--- config.mk ---
export PLATFORM = sky130hd
export DESIGN_NAME = valve_train_hold_mode_ctrl
export DESIGN_NICKNAME = d
export VERILOG_FILES = /design/src/valve_train_pkg.sv /design/src/mode_switch_filter.sv /design/src/valve_train_hold_mode_ctrl.sv
export VERILOG_INCLUDE_DIRS = /design/src
export SDC_FILE = /design/constraint.sdc
export NUM_CORES = 1
export LEC_CHECK = 0
export ABC_AREA = 1
export BUFFER_PORTS_ARGS = -buffer_cell sky130_fd_sc_hd__buf_2
export CAP_MARGIN = 40
export CORE_MARGIN = 4
export CORE_UTILIZATION = 55
export DETAILED_ROUTE_END_ITERATION = 7
export HOLD_SLACK_MARGIN = 0.05
export PLACE_DENSITY = 0.77
export SKIP_LAST_GASP = 1
export SLEW_MARGIN = 20
export SYNTH_ARGS = -nofsm -noshare
export SYNTH_HDL_FRONTEND = slang
export SYNTH_SLANG_ARGS = --single-unit
--- constraint.sdc ---
create_clock -name clk_sys_i -period 1.8 [get_ports clk_sys_i]
set_input_delay 0.09 -clock clk_sys_i [delete_from_list [all_inputs] [get_ports clk_sys_i]]
set_output_delay 0.09 -clock clk_sys_i [all_outputs]
set_load 0.005 [all_outputs]
--- src/valve_train_params.svh ---
// Notes on behaviour
// - Each valve's actuation train has its own independent hold or run mode selection.
// - Selecting hold keeps the valve where it is; no actuation output changes.
// - A hold selection affects only its own train and valve, nothing else.
// - Mode changes only on a switch press; releasing a switch changes nothing.
// - Hold is entered on command, but a running 60 s shut drive finishes first.
// - Each train and valve has its own lamp, lit exactly while hold is in effect.
// - Entering hold freezes actuation, drops status, lights lamp, closes test contacts.
// - Actuation outputs freeze strictly before the test contacts close.
// - Leaving hold opens contacts, then drops lamp and restores status; actuation is released a cycle later.
// - Steam valve logic and feed valve logic live in separate instances.
// - One test contact per train per valve; open normally, closed only in hold.
// - After any shut command outside hold, drive-shut lasts 60 s, then becomes hold-shut.
// - While in hold, no all-shut, shut, trigger or open command alters outputs.
`ifndef VALVE_TRAIN_PARAMS_SVH
`define VALVE_TRAIN_PARAMS_SVH

// Clock rate
`define VT_CLK_HZ 20000000

// Drive-shut duration and its cycle count
`define VT_SHUT_TIME_S 60
`define VT_SHUT_CYCLES (`VT_SHUT_TIME_S * `VT_CLK_HZ)

// Switch debounce time and its cycle count
`define VT_DBNC_TIME_US 1000
`define VT_DBNC_CYCLES (`VT_DBNC_TIME_US * (`VT_CLK_HZ / 1000000))

// Register byte offsets
`define VT_OFS_STATUS 12'h000
`define VT_OFS_DBNC 12'h004

// Status register field positions
`define VT_ST_HOLD_POS 0
`define VT_ST_PEND_POS 8
`define VT_ST_TACT_POS 16

// Reset values
`define VT_DBNC_RST 16'(`VT_DBNC_CYCLES)
`define VT_RDATA_RST 32'h0000_0000

`endif

--- src/valve_train_pkg.sv ---
package valve_train_pkg;

  // Hold / run mode sequence, one-hot
  typedef enum logic [4:0] {
    M_RUN    = 5'b00001,
    M_PEND   = 5'b00010,
    M_FREEZE = 5'b00100,
    M_HOLD   = 5'b01000,
    M_OPENC  = 5'b10000
  } mode_state_t;

  // Valve actuation state, one-hot
  typedef enum logic [2:0] {
    SH_OPEN  = 3'b001,
    SH_DRIVE = 3'b010,
    SH_HOLD  = 3'b100
  } shut_state_t;

  // Actuation output bundle of one valve
  typedef struct packed {
    logic drive_shut;
    logic hold_shut;
    logic run_open;
  } act_out_t;

endpackage : valve_train_pkg

--- src/mode_switch_filter.sv ---
`timescale 1ns/1ps
module mode_switch_filter #(
  parameter int CNT_W = 16
) (
  // Clock and reset
  input wire logic clk_sys_i,
  input wire logic rst_n_i,
  // Raw switch and settings
  input wire logic sw_i,
  input wire logic [CNT_W-1:0] dbnc_len_i,
  // One-cycle press pulse
  output logic press_o
);

  logic sync1_r;
  logic sync2_r;
  logic stable_r;
  logic press_r;
  logic [CNT_W-1:0] cnt_r;

  wire differ_w = (sync2_r != stable_r);
  wire settled_w = differ_w && (cnt_r >= dbnc_len_i);

  // Two-flop synchroniser
  always_ff @(posedge clk_sys_i or negedge rst_n_i) begin
    if (!rst_n_i) begin
      sync1_r <= 1'b0;
      sync2_r <= 1'b0;
    end else begin
      sync1_r <= sw_i;
      sync2_r <= sync1_r;
    end
  end

  // Debounce counter; only a new closed level makes a press
  always_ff @(posedge clk_sys_i or negedge rst_n_i) begin
    if (!rst_n_i) begin
      stable_r <= 1'b0;
      cnt_r <= '0;
      press_r <= 1'b0;
    end else begin
      cnt_r <= (differ_w && !settled_w) ? cnt_r + 1'b1 : '0;
      if (settled_w) stable_r <= sync2_r;
      press_r <= settled_w && sync2_r; // Release gives no press
    end
  end

  assign press_o = press_r;

endmodule : mode_switch_filter

--- src/valve_train_hold_mode_ctrl.sv ---
// The address map and the AHB-Lite slave port were chosen for this implementation.
`timescale 1ns/1ps
`include "valve_train_params.svh"
module valve_train_hold_mode_ctrl
  import valve_train_pkg::*;
#(
  parameter int NUM_VALVES = 4,
  parameter int DBNC_W = 16,
  parameter int unsigned SHUT_CYCLES = `VT_SHUT_CYCLES
) (
  // Clock and reset
  input wire logic clk_sys_i,
  input wire logic rst_n_i,
  // AHB-Lite slave
  input wire logic hsel_i,
  input wire logic [31:0] haddr_i,
  input wire logic [1:0] htrans_i,
  input wire logic hwrite_i,
  input wire logic [2:0] hsize_i,
  input wire logic [31:0] hwdata_i,
  input wire logic hready_i,
  output logic [31:0] hrdata_o,
  output logic hreadyout_o,
  output logic hresp_o,
  // Operator mode switches, one per valve
  input wire logic [NUM_VALVES-1:0] mode_sw_i,
  // Commands from the command logic
  input wire logic all_shut_i,
  input wire logic safety_actuation_trigger_i,
  input wire logic [NUM_VALVES-1:0] shut_i,
  input wire logic [NUM_VALVES-1:0] open_i,
  // Outputs to solenoids, status, lamps and test circuits
  output act_out_t [NUM_VALVES-1:0] act_o,
  output logic [NUM_VALVES-1:0] status_o,
  output logic [NUM_VALVES-1:0] lamp_o,
  output logic [NUM_VALVES-1:0] test_contact_o,
  output logic [NUM_VALVES-1:0] shut_timer_active_o
);

  localparam int CMD_W = 2 * NUM_VALVES + 2;
  localparam logic [30:0] SHUT_LOAD = 31'(SHUT_CYCLES - 1);

  // ---------------------------------------------------------------
  // Bus slave
  // ---------------------------------------------------------------
  logic wr_pend_r;
  logic [11:0] wr_addr_r;
  logic [31:0] hrdata_r;
  logic [DBNC_W-1:0] dbnc_len_r;
  logic [NUM_VALVES-1:0] hold_w;
  logic [NUM_VALVES-1:0] pend_w;
  logic [NUM_VALVES-1:0] tact_w;

  // Address phase decode
  wire addr_ph_w = hsel_i && hready_i && htrans_i[1];
  wire hit_status_w = (haddr_i[11:0] == `VT_OFS_STATUS) && (haddr_i[31:12] == 20'h00000);
  wire hit_dbnc_w = (haddr_i[11:0] == `VT_OFS_DBNC) && (haddr_i[31:12] == 20'h00000);
  wire wr_dbnc_w = wr_pend_r && (wr_addr_r == `VT_OFS_DBNC);

  // Read sources; unmapped addresses read zero
  wire [31:0] rd_status_w = (32'(hold_w) << `VT_ST_HOLD_POS)
                          | (32'(pend_w) << `VT_ST_PEND_POS)
                          | (32'(tact_w) << `VT_ST_TACT_POS);
  wire [31:0] rd_dbnc_w = 32'(dbnc_len_r);
  wire [31:0] rd_mux_w = hit_status_w ? rd_status_w
                       : hit_dbnc_w ? rd_dbnc_w : 32'h0000_0000;

  // Capture address phase; zero wait states, always OKAY
  always_ff @(posedge clk_sys_i or negedge rst_n_i) begin
    if (!rst_n_i) begin
      wr_pend_r <= 1'b0;
      wr_addr_r <= 12'h000;
      hrdata_r <= `VT_RDATA_RST;
    end else begin
      wr_pend_r <= addr_ph_w && hwrite_i;
      if (addr_ph_w) wr_addr_r <= haddr_i[11:0];
      if (addr_ph_w && !hwrite_i) hrdata_r <= rd_mux_w;
    end
  end

  // Debounce length register, written in the data phase
  always_ff @(posedge clk_sys_i or negedge rst_n_i) begin
    if (!rst_n_i) begin
      dbnc_len_r <= DBNC_W'(`VT_DBNC_RST);
    end else if (wr_dbnc_w) begin
      dbnc_len_r <= hwdata_i[DBNC_W-1:0];
    end
  end

  assign hrdata_o = hrdata_r;
  assign hreadyout_o = 1'b1;
  assign hresp_o = 1'b0;

  // ---------------------------------------------------------------
  // Command input synchronisers and edge detection
  // ---------------------------------------------------------------
  logic [CMD_W-1:0] cmd_s1_r;
  logic [CMD_W-1:0] cmd_s2_r;
  logic [CMD_W-1:0] cmd_d_r;

  wire [CMD_W-1:0] cmd_raw_w = {open_i, shut_i, safety_actuation_trigger_i, all_shut_i};
  wire [CMD_W-1:0] cmd_rise_w = cmd_s2_r & ~cmd_d_r;

  // Two flops, then a delayed copy for edges
  always_ff @(posedge clk_sys_i or negedge rst_n_i) begin
    if (!rst_n_i) begin
      cmd_s1_r <= '0;
      cmd_s2_r <= '0;
      cmd_d_r <= '0;
    end else begin
      cmd_s1_r <= cmd_raw_w;
      cmd_s2_r <= cmd_s1_r;
      cmd_d_r <= cmd_s2_r;
    end
  end

  // Group-wide commands
  wire all_lvl_w = cmd_s2_r[0];
  wire trig_lvl_w = cmd_s2_r[1];
  wire all_rise_w = cmd_rise_w[0];
  wire trig_rise_w = cmd_rise_w[1];

  // ---------------------------------------------------------------
  // Per-valve train; one instance serves one valve group only
  // ---------------------------------------------------------------
  genvar v;
  generate
    for (v = 0; v < NUM_VALVES; v++) begin : g_valve
      mode_state_t mode_r;
      mode_state_t mode_nxt;
      shut_state_t sh_r;
      shut_state_t sh_nxt;
      logic [30:0] timer_r;
      logic [30:0] timer_nxt;
      act_out_t act_r;
      logic status_r;
      logic lamp_r;
      logic contact_r;
      logic tact_r;
      logic press_w;

      // Own debounced switch per valve
      mode_switch_filter #(
        .CNT_W(DBNC_W)
      ) u_filter (
        .clk_sys_i(clk_sys_i),
        .rst_n_i(rst_n_i),
        .sw_i(mode_sw_i[v]),
        .dbnc_len_i(dbnc_len_r),
        .press_o(press_w)
      );

      // Per-valve command terms
      wire shut_lvl_w = cmd_s2_r[2 + v];
      wire open_rise_w = cmd_rise_w[2 + NUM_VALVES + v];
      wire shut_go_w = all_rise_w || trig_rise_w || cmd_rise_w[2 + v];
      wire shut_on_w = all_lvl_w || trig_lvl_w || shut_lvl_w;
      // Busy until the drive-shut output itself has dropped, so it is never frozen on
      wire busy_w = (sh_r == SH_DRIVE) || shut_go_w || act_r.drive_shut;

      // Hold entry allowed only with no shut drive running
      wire enter_w = (mode_nxt == M_FREEZE) && (mode_r != M_FREEZE);
      wire frozen_w = (mode_r == M_FREEZE) || (mode_r == M_HOLD) || (mode_r == M_OPENC);
      wire stall_w = frozen_w || enter_w;

      // Mode sequence
      always_comb begin
        mode_nxt = mode_r;
        unique case (mode_r)
          M_RUN: begin
            if (press_w) mode_nxt = busy_w ? M_PEND : M_FREEZE;
          end
          M_PEND: begin
            if (press_w) mode_nxt = M_RUN;
            else if (!busy_w) mode_nxt = M_FREEZE;
          end
          M_FREEZE: mode_nxt = M_HOLD; // Outputs frozen one cycle first
          M_HOLD: begin
            if (press_w) mode_nxt = M_OPENC;
          end
          M_OPENC: mode_nxt = M_RUN; // Contacts open before release
          default: mode_nxt = M_RUN;
        endcase
      end

      // Shut drive and timer; held still while frozen
      always_comb begin
        sh_nxt = sh_r;
        timer_nxt = timer_r;
        if (!stall_w) begin
          if (shut_go_w) begin
            sh_nxt = SH_DRIVE;
            timer_nxt = SHUT_LOAD;
          end else if (sh_r == SH_DRIVE) begin
            if (timer_r == 31'h0) sh_nxt = SH_HOLD;
            else timer_nxt = timer_r - 31'h1;
          end else if (open_rise_w && !shut_on_w) begin
            sh_nxt = SH_OPEN;
          end
        end
      end

      // Mode and shut state registers
      always_ff @(posedge clk_sys_i or negedge rst_n_i) begin
        if (!rst_n_i) begin
          mode_r <= M_RUN;
          sh_r <= SH_OPEN;
          timer_r <= 31'h0;
        end else begin
          mode_r <= mode_nxt;
          sh_r <= sh_nxt;
          timer_r <= timer_nxt;
        end
      end

      // Actuation latch: frozen at the as-found value
      always_ff @(posedge clk_sys_i or negedge rst_n_i) begin
        if (!rst_n_i) begin
          act_r <= '{drive_shut: 1'b0, hold_shut: 1'b0, run_open: 1'b1};
        end else if (!stall_w) begin
          act_r.drive_shut <= (sh_r == SH_DRIVE);
          act_r.hold_shut <= (sh_r == SH_HOLD);
          act_r.run_open <= (sh_r == SH_OPEN);
        end
      end

      // Status, lamp and test contact follow the mode sequence
      always_ff @(posedge clk_sys_i or negedge rst_n_i) begin
        if (!rst_n_i) begin
          status_r <= 1'b1;
          lamp_r <= 1'b0;
          contact_r <= 1'b0;
          tact_r <= 1'b0;
        end else begin
          status_r <= (mode_nxt == M_RUN) || (mode_nxt == M_PEND);
          lamp_r <= (mode_nxt == M_FREEZE) || (mode_nxt == M_HOLD)
                    || (mode_nxt == M_OPENC);
          contact_r <= (mode_nxt == M_HOLD);
          tact_r <= (sh_r == SH_DRIVE); // Same edge as drive_shut
        end
      end

      // Drive ports and status bits
      assign act_o[v] = act_r;
      assign status_o[v] = status_r;
      assign lamp_o[v] = lamp_r;
      assign test_contact_o[v] = contact_r;
      assign shut_timer_active_o[v] = tact_r;
      assign hold_w[v] = lamp_r;
      assign pend_w[v] = (mode_r == M_PEND);
      assign tact_w[v] = tact_r;
    end
  endgenerate

endmodule : valve_train_hold_mode_ctrl

==> metrics.csv <==
metric;value;unit
synthesized flop and latch total;343;
Final GP Congestion;0.928;
Post-synth EDFFs;0;
final hold slack;0.0722;ns
post-synthesis sequential area ratio;45.1;%
Top FF cell, synth;dfrtp_1;
fin crit period;2.30;ns
most common cell after layout, fill and taps aside;nand2_1;
WL final;69800;um
metal3 WL;7110;um
Arr. time, crit path;2.77;ns
footprint of the multi-input gates;11200;um^2
grt total ovfl;0;
RSZ-0062 raised after global routing;true;
Async S/R FF share, synth;100;%
DRC marker count from the first detailed-route iteration;2455;
worst relative slew slack;46.8;%
Worst Hold Class;primary input to asynchronous set/reset pin;
synthesized cell area;19100;um^2
most frequent cells in the layout;nand2_1, dfrtp_1, nor2_1;
skew final;0.0204;ns
DRC errors left;0;
DRT Pass-1 Iters;7;
slew at the pin with the worst max-slew slack;0.791;ns
met1 WL;24300;um
Post-Synthesis Cells;2429;
crit-path cells;inv_2 > nand2_4 > nor4_4 > nand3_4 > nand3_4 > nor2_4 > buf_12 > buf_12 > buf_8 > clkinv_8 > nand2_4 > nand2_2;
number of top-level pins;150;
distinct cell type count after synthesis;55;
slowest CP cell;nor4_4;
# clock sinks;343;
crit-path max FO;6;
area grow syn2layout;41.9;%
PwrDens;1050;nW/um^2
initial antenna violation count;0;
Worst path max stage delay;0.55;ns
FF+latch area;8620;um^2
CTS tree;built;
die area;37800;um^2
WS Path Type;register to register;
vias in the first global route;18560;
Critical Path RT;2.27;ns
total of max-cap violations;0;
period utilisation layout;128;%
nets;3079;
Synth Warn #;0;
flop2flop setup slack;-0.50;ns
Initial Utilization;56.4;%
number of max-slew violations in the final report;0;
leakage power;13.0;nW
Vias/cell;6.02;
first-pass GRT wire length;90000;um
wire per inst;20.6;um
clock-pin slew on the worst setup and hold paths;0.07;ns
DP Cell Count;3135;
status;complete, but fails checks;
crit-path leading delay family;simple AND/OR/NAND/NOR gates;
Routed Antenna Nets;0;
total CTS buffers;39;
RR Startpoint;g_valve[1].mode_r[3];
share of post-route cells with drive strength above 1;35.7;%
core box area;33900;um^2
worst vdd ir;0.881;mV
Die Width;194;um
Cell Count, Final, Fillers Out;3398;
H-tree Lvls;2;
largest net degree at the start of global routing;66;
pre-CTS setup slack;-0.405;ns
Setup Viol. Count Final;231;
final worst slack;-0.496;ns
average size of a mapped cell;7.86;um^2
clk buf depth;3;
met2 WL;33200;um
DIE HEIGHT;194;um
Final Hold Viols;0;
clock tree root driver cell;clkbuf_16;
gr usage total;28.4;%
violated checks;negative setup slack;
via count;20472;
DPL Wire Length;34600;um
CP startpoint;g_valve[1].mode_r[3];
Setup crit end kind;register;
fmax;436;MHz
row count;67;
Setup crit start kind;register;
worst-skew pair later-pin latency;0.54;ns
# fillers;1833;
CP Buf/Inv Count;5;
DR top layer;met4;
Port-buffer cells;115;
[registers in the layout, indices dropped and copies added, names as in the netlist, 10 cells and up]
register / cells
act_o: 12
cmd_d_r: 10
cmd_s1_r: 10
cmd_s2_r: 10
dbnc_len_r: 16
g_valve.mode_r: 20
g_valve.sh_r: 12
g_valve.timer_r: 124
g_valve.u_filter.cnt_r: 64
hrdata_o: 20
wr_addr_r: 12
[cells in the mapped netlist (16+ instances only)]
master	number	share of area (%)
dfstp_2	21	2.9
nor3_1	32	0.84
a21oi_1	57	1.5
nor2_2	16	0.52
nand2_1	587	12
xor2_1	87	4.0
nor2_1	412	8.1
nand3_1	143	3.7
nand4_1	59	1.9
ha_1	72	4.7
o21ai_1	50	1.3
o21ai_0	114	3.0
xnor2_1	42	1.9
o31ai_1	18	0.71
clkbuf_1	19	0.37
or2_2	17	0.56
buf_4	37	1.5
dfrtp_1	322	42
inv_1	216	4.2
[logic make-up (layout without fill, tap and decap cells)]
kind of cell	count (synthesis)	count (layout)	synth area share, %
AOI/OAI and AO/OA	272	272	7.92
adders and majority gates	72	72	4.72
xor gates and xnor gates	129	129	5.92
and+or+nand+nor	1304	1311	29.1
DFF	343	343	45.1
muxes	1	1	0.0590
other	2	16	0.0393
buffers and inverters	306	806	7.15
[worst register-to-register path, cell delays in order, from the launching register on]
cell and delay (ns):
dfrtp_1 0.40, inv_2 0.12, nand2_4 0.10, nor4_4 0.55, nand3_4 0.21, nand3_4 0.17, nor2_4 0.05, buf_12 0.15
buf_12 0.15, buf_8 0.13, clkinv_8 0.08, nand2_4 0.06, nand2_2 0.07
[per-layer routing]
metal	global-route usage [%]	vias up
li1	-	8828
met1	36.2	9635
met2	48.9	1485
met3	5.07	524
met4	10.1	0
met5	0	-
[through the flow]
stage	utilization (%)	instance area, um^2	total power [W]	TNS, ns
6_report	80.0	27100	0.0284	-57.22
5_1_grt	80.0	27100	0.0295	-63.85
4_1_cts	72.8	24600	0.0254	-14.97
3_5_place_dp	63.8	21600	0.0155	-22.94
3_3_place_gp	63.8	21600	0.0152	-12.09
2_1_floorplan	-	19200	0.0132	0
[layout make-up]
cell class                      instances  share of cell area (%)
Timing Repair inverter                  3                   0.162
Clock inverter                         12                   0.725
Inverter                              227                    3.28
Timing Repair Buffer                  506                    16.4
Multi-Input combinational cell       1799                    41.2
Sequential cell                       343                    31.8
Clock buffer                           58                    4.28
Antenna cell                            2                  0.0185
Tap cell                              448                    2.07
[report_power, final]
| part | internal (W) | total, W | switching (W) | leakage, nW |
|---|---|---|---|---|
| clock | 0.00519 | 0.00857 | 0.00338 | 0.667 |
| combinational | 0.00424 | 0.00981 | 0.00557 | 8.04 |
| sequential | 0.00880 | 0.0101 | 0.00125 | 4.26 |
[final timing paths]
kind,endpoint,depth (start not counted)
max reg2reg,g_valve[1].timer_r[22],12
min,g_valve[3].timer_r[10],2
max,g_valve[1].timer_r[22],12
min reg2reg,cmd_s2_r[6],0
max in group asynchronous,g_valve[0].status_r,3
min in group clk_sys_i,wr_pend_r,4
[repair_timing]
action / 4_1_cts / 5_1_grt
hold endpoints to repair: 371 / 0
resized for setup: 130 / 546
pin swaps: 48 / 131
endpoints found under the setup margin: 196 / 226
hold buffers: 44 / 0
setup buffers: 54 / 71
cloned: 19 / 16
Note: power is estimated with default switching activity, not from simulation.
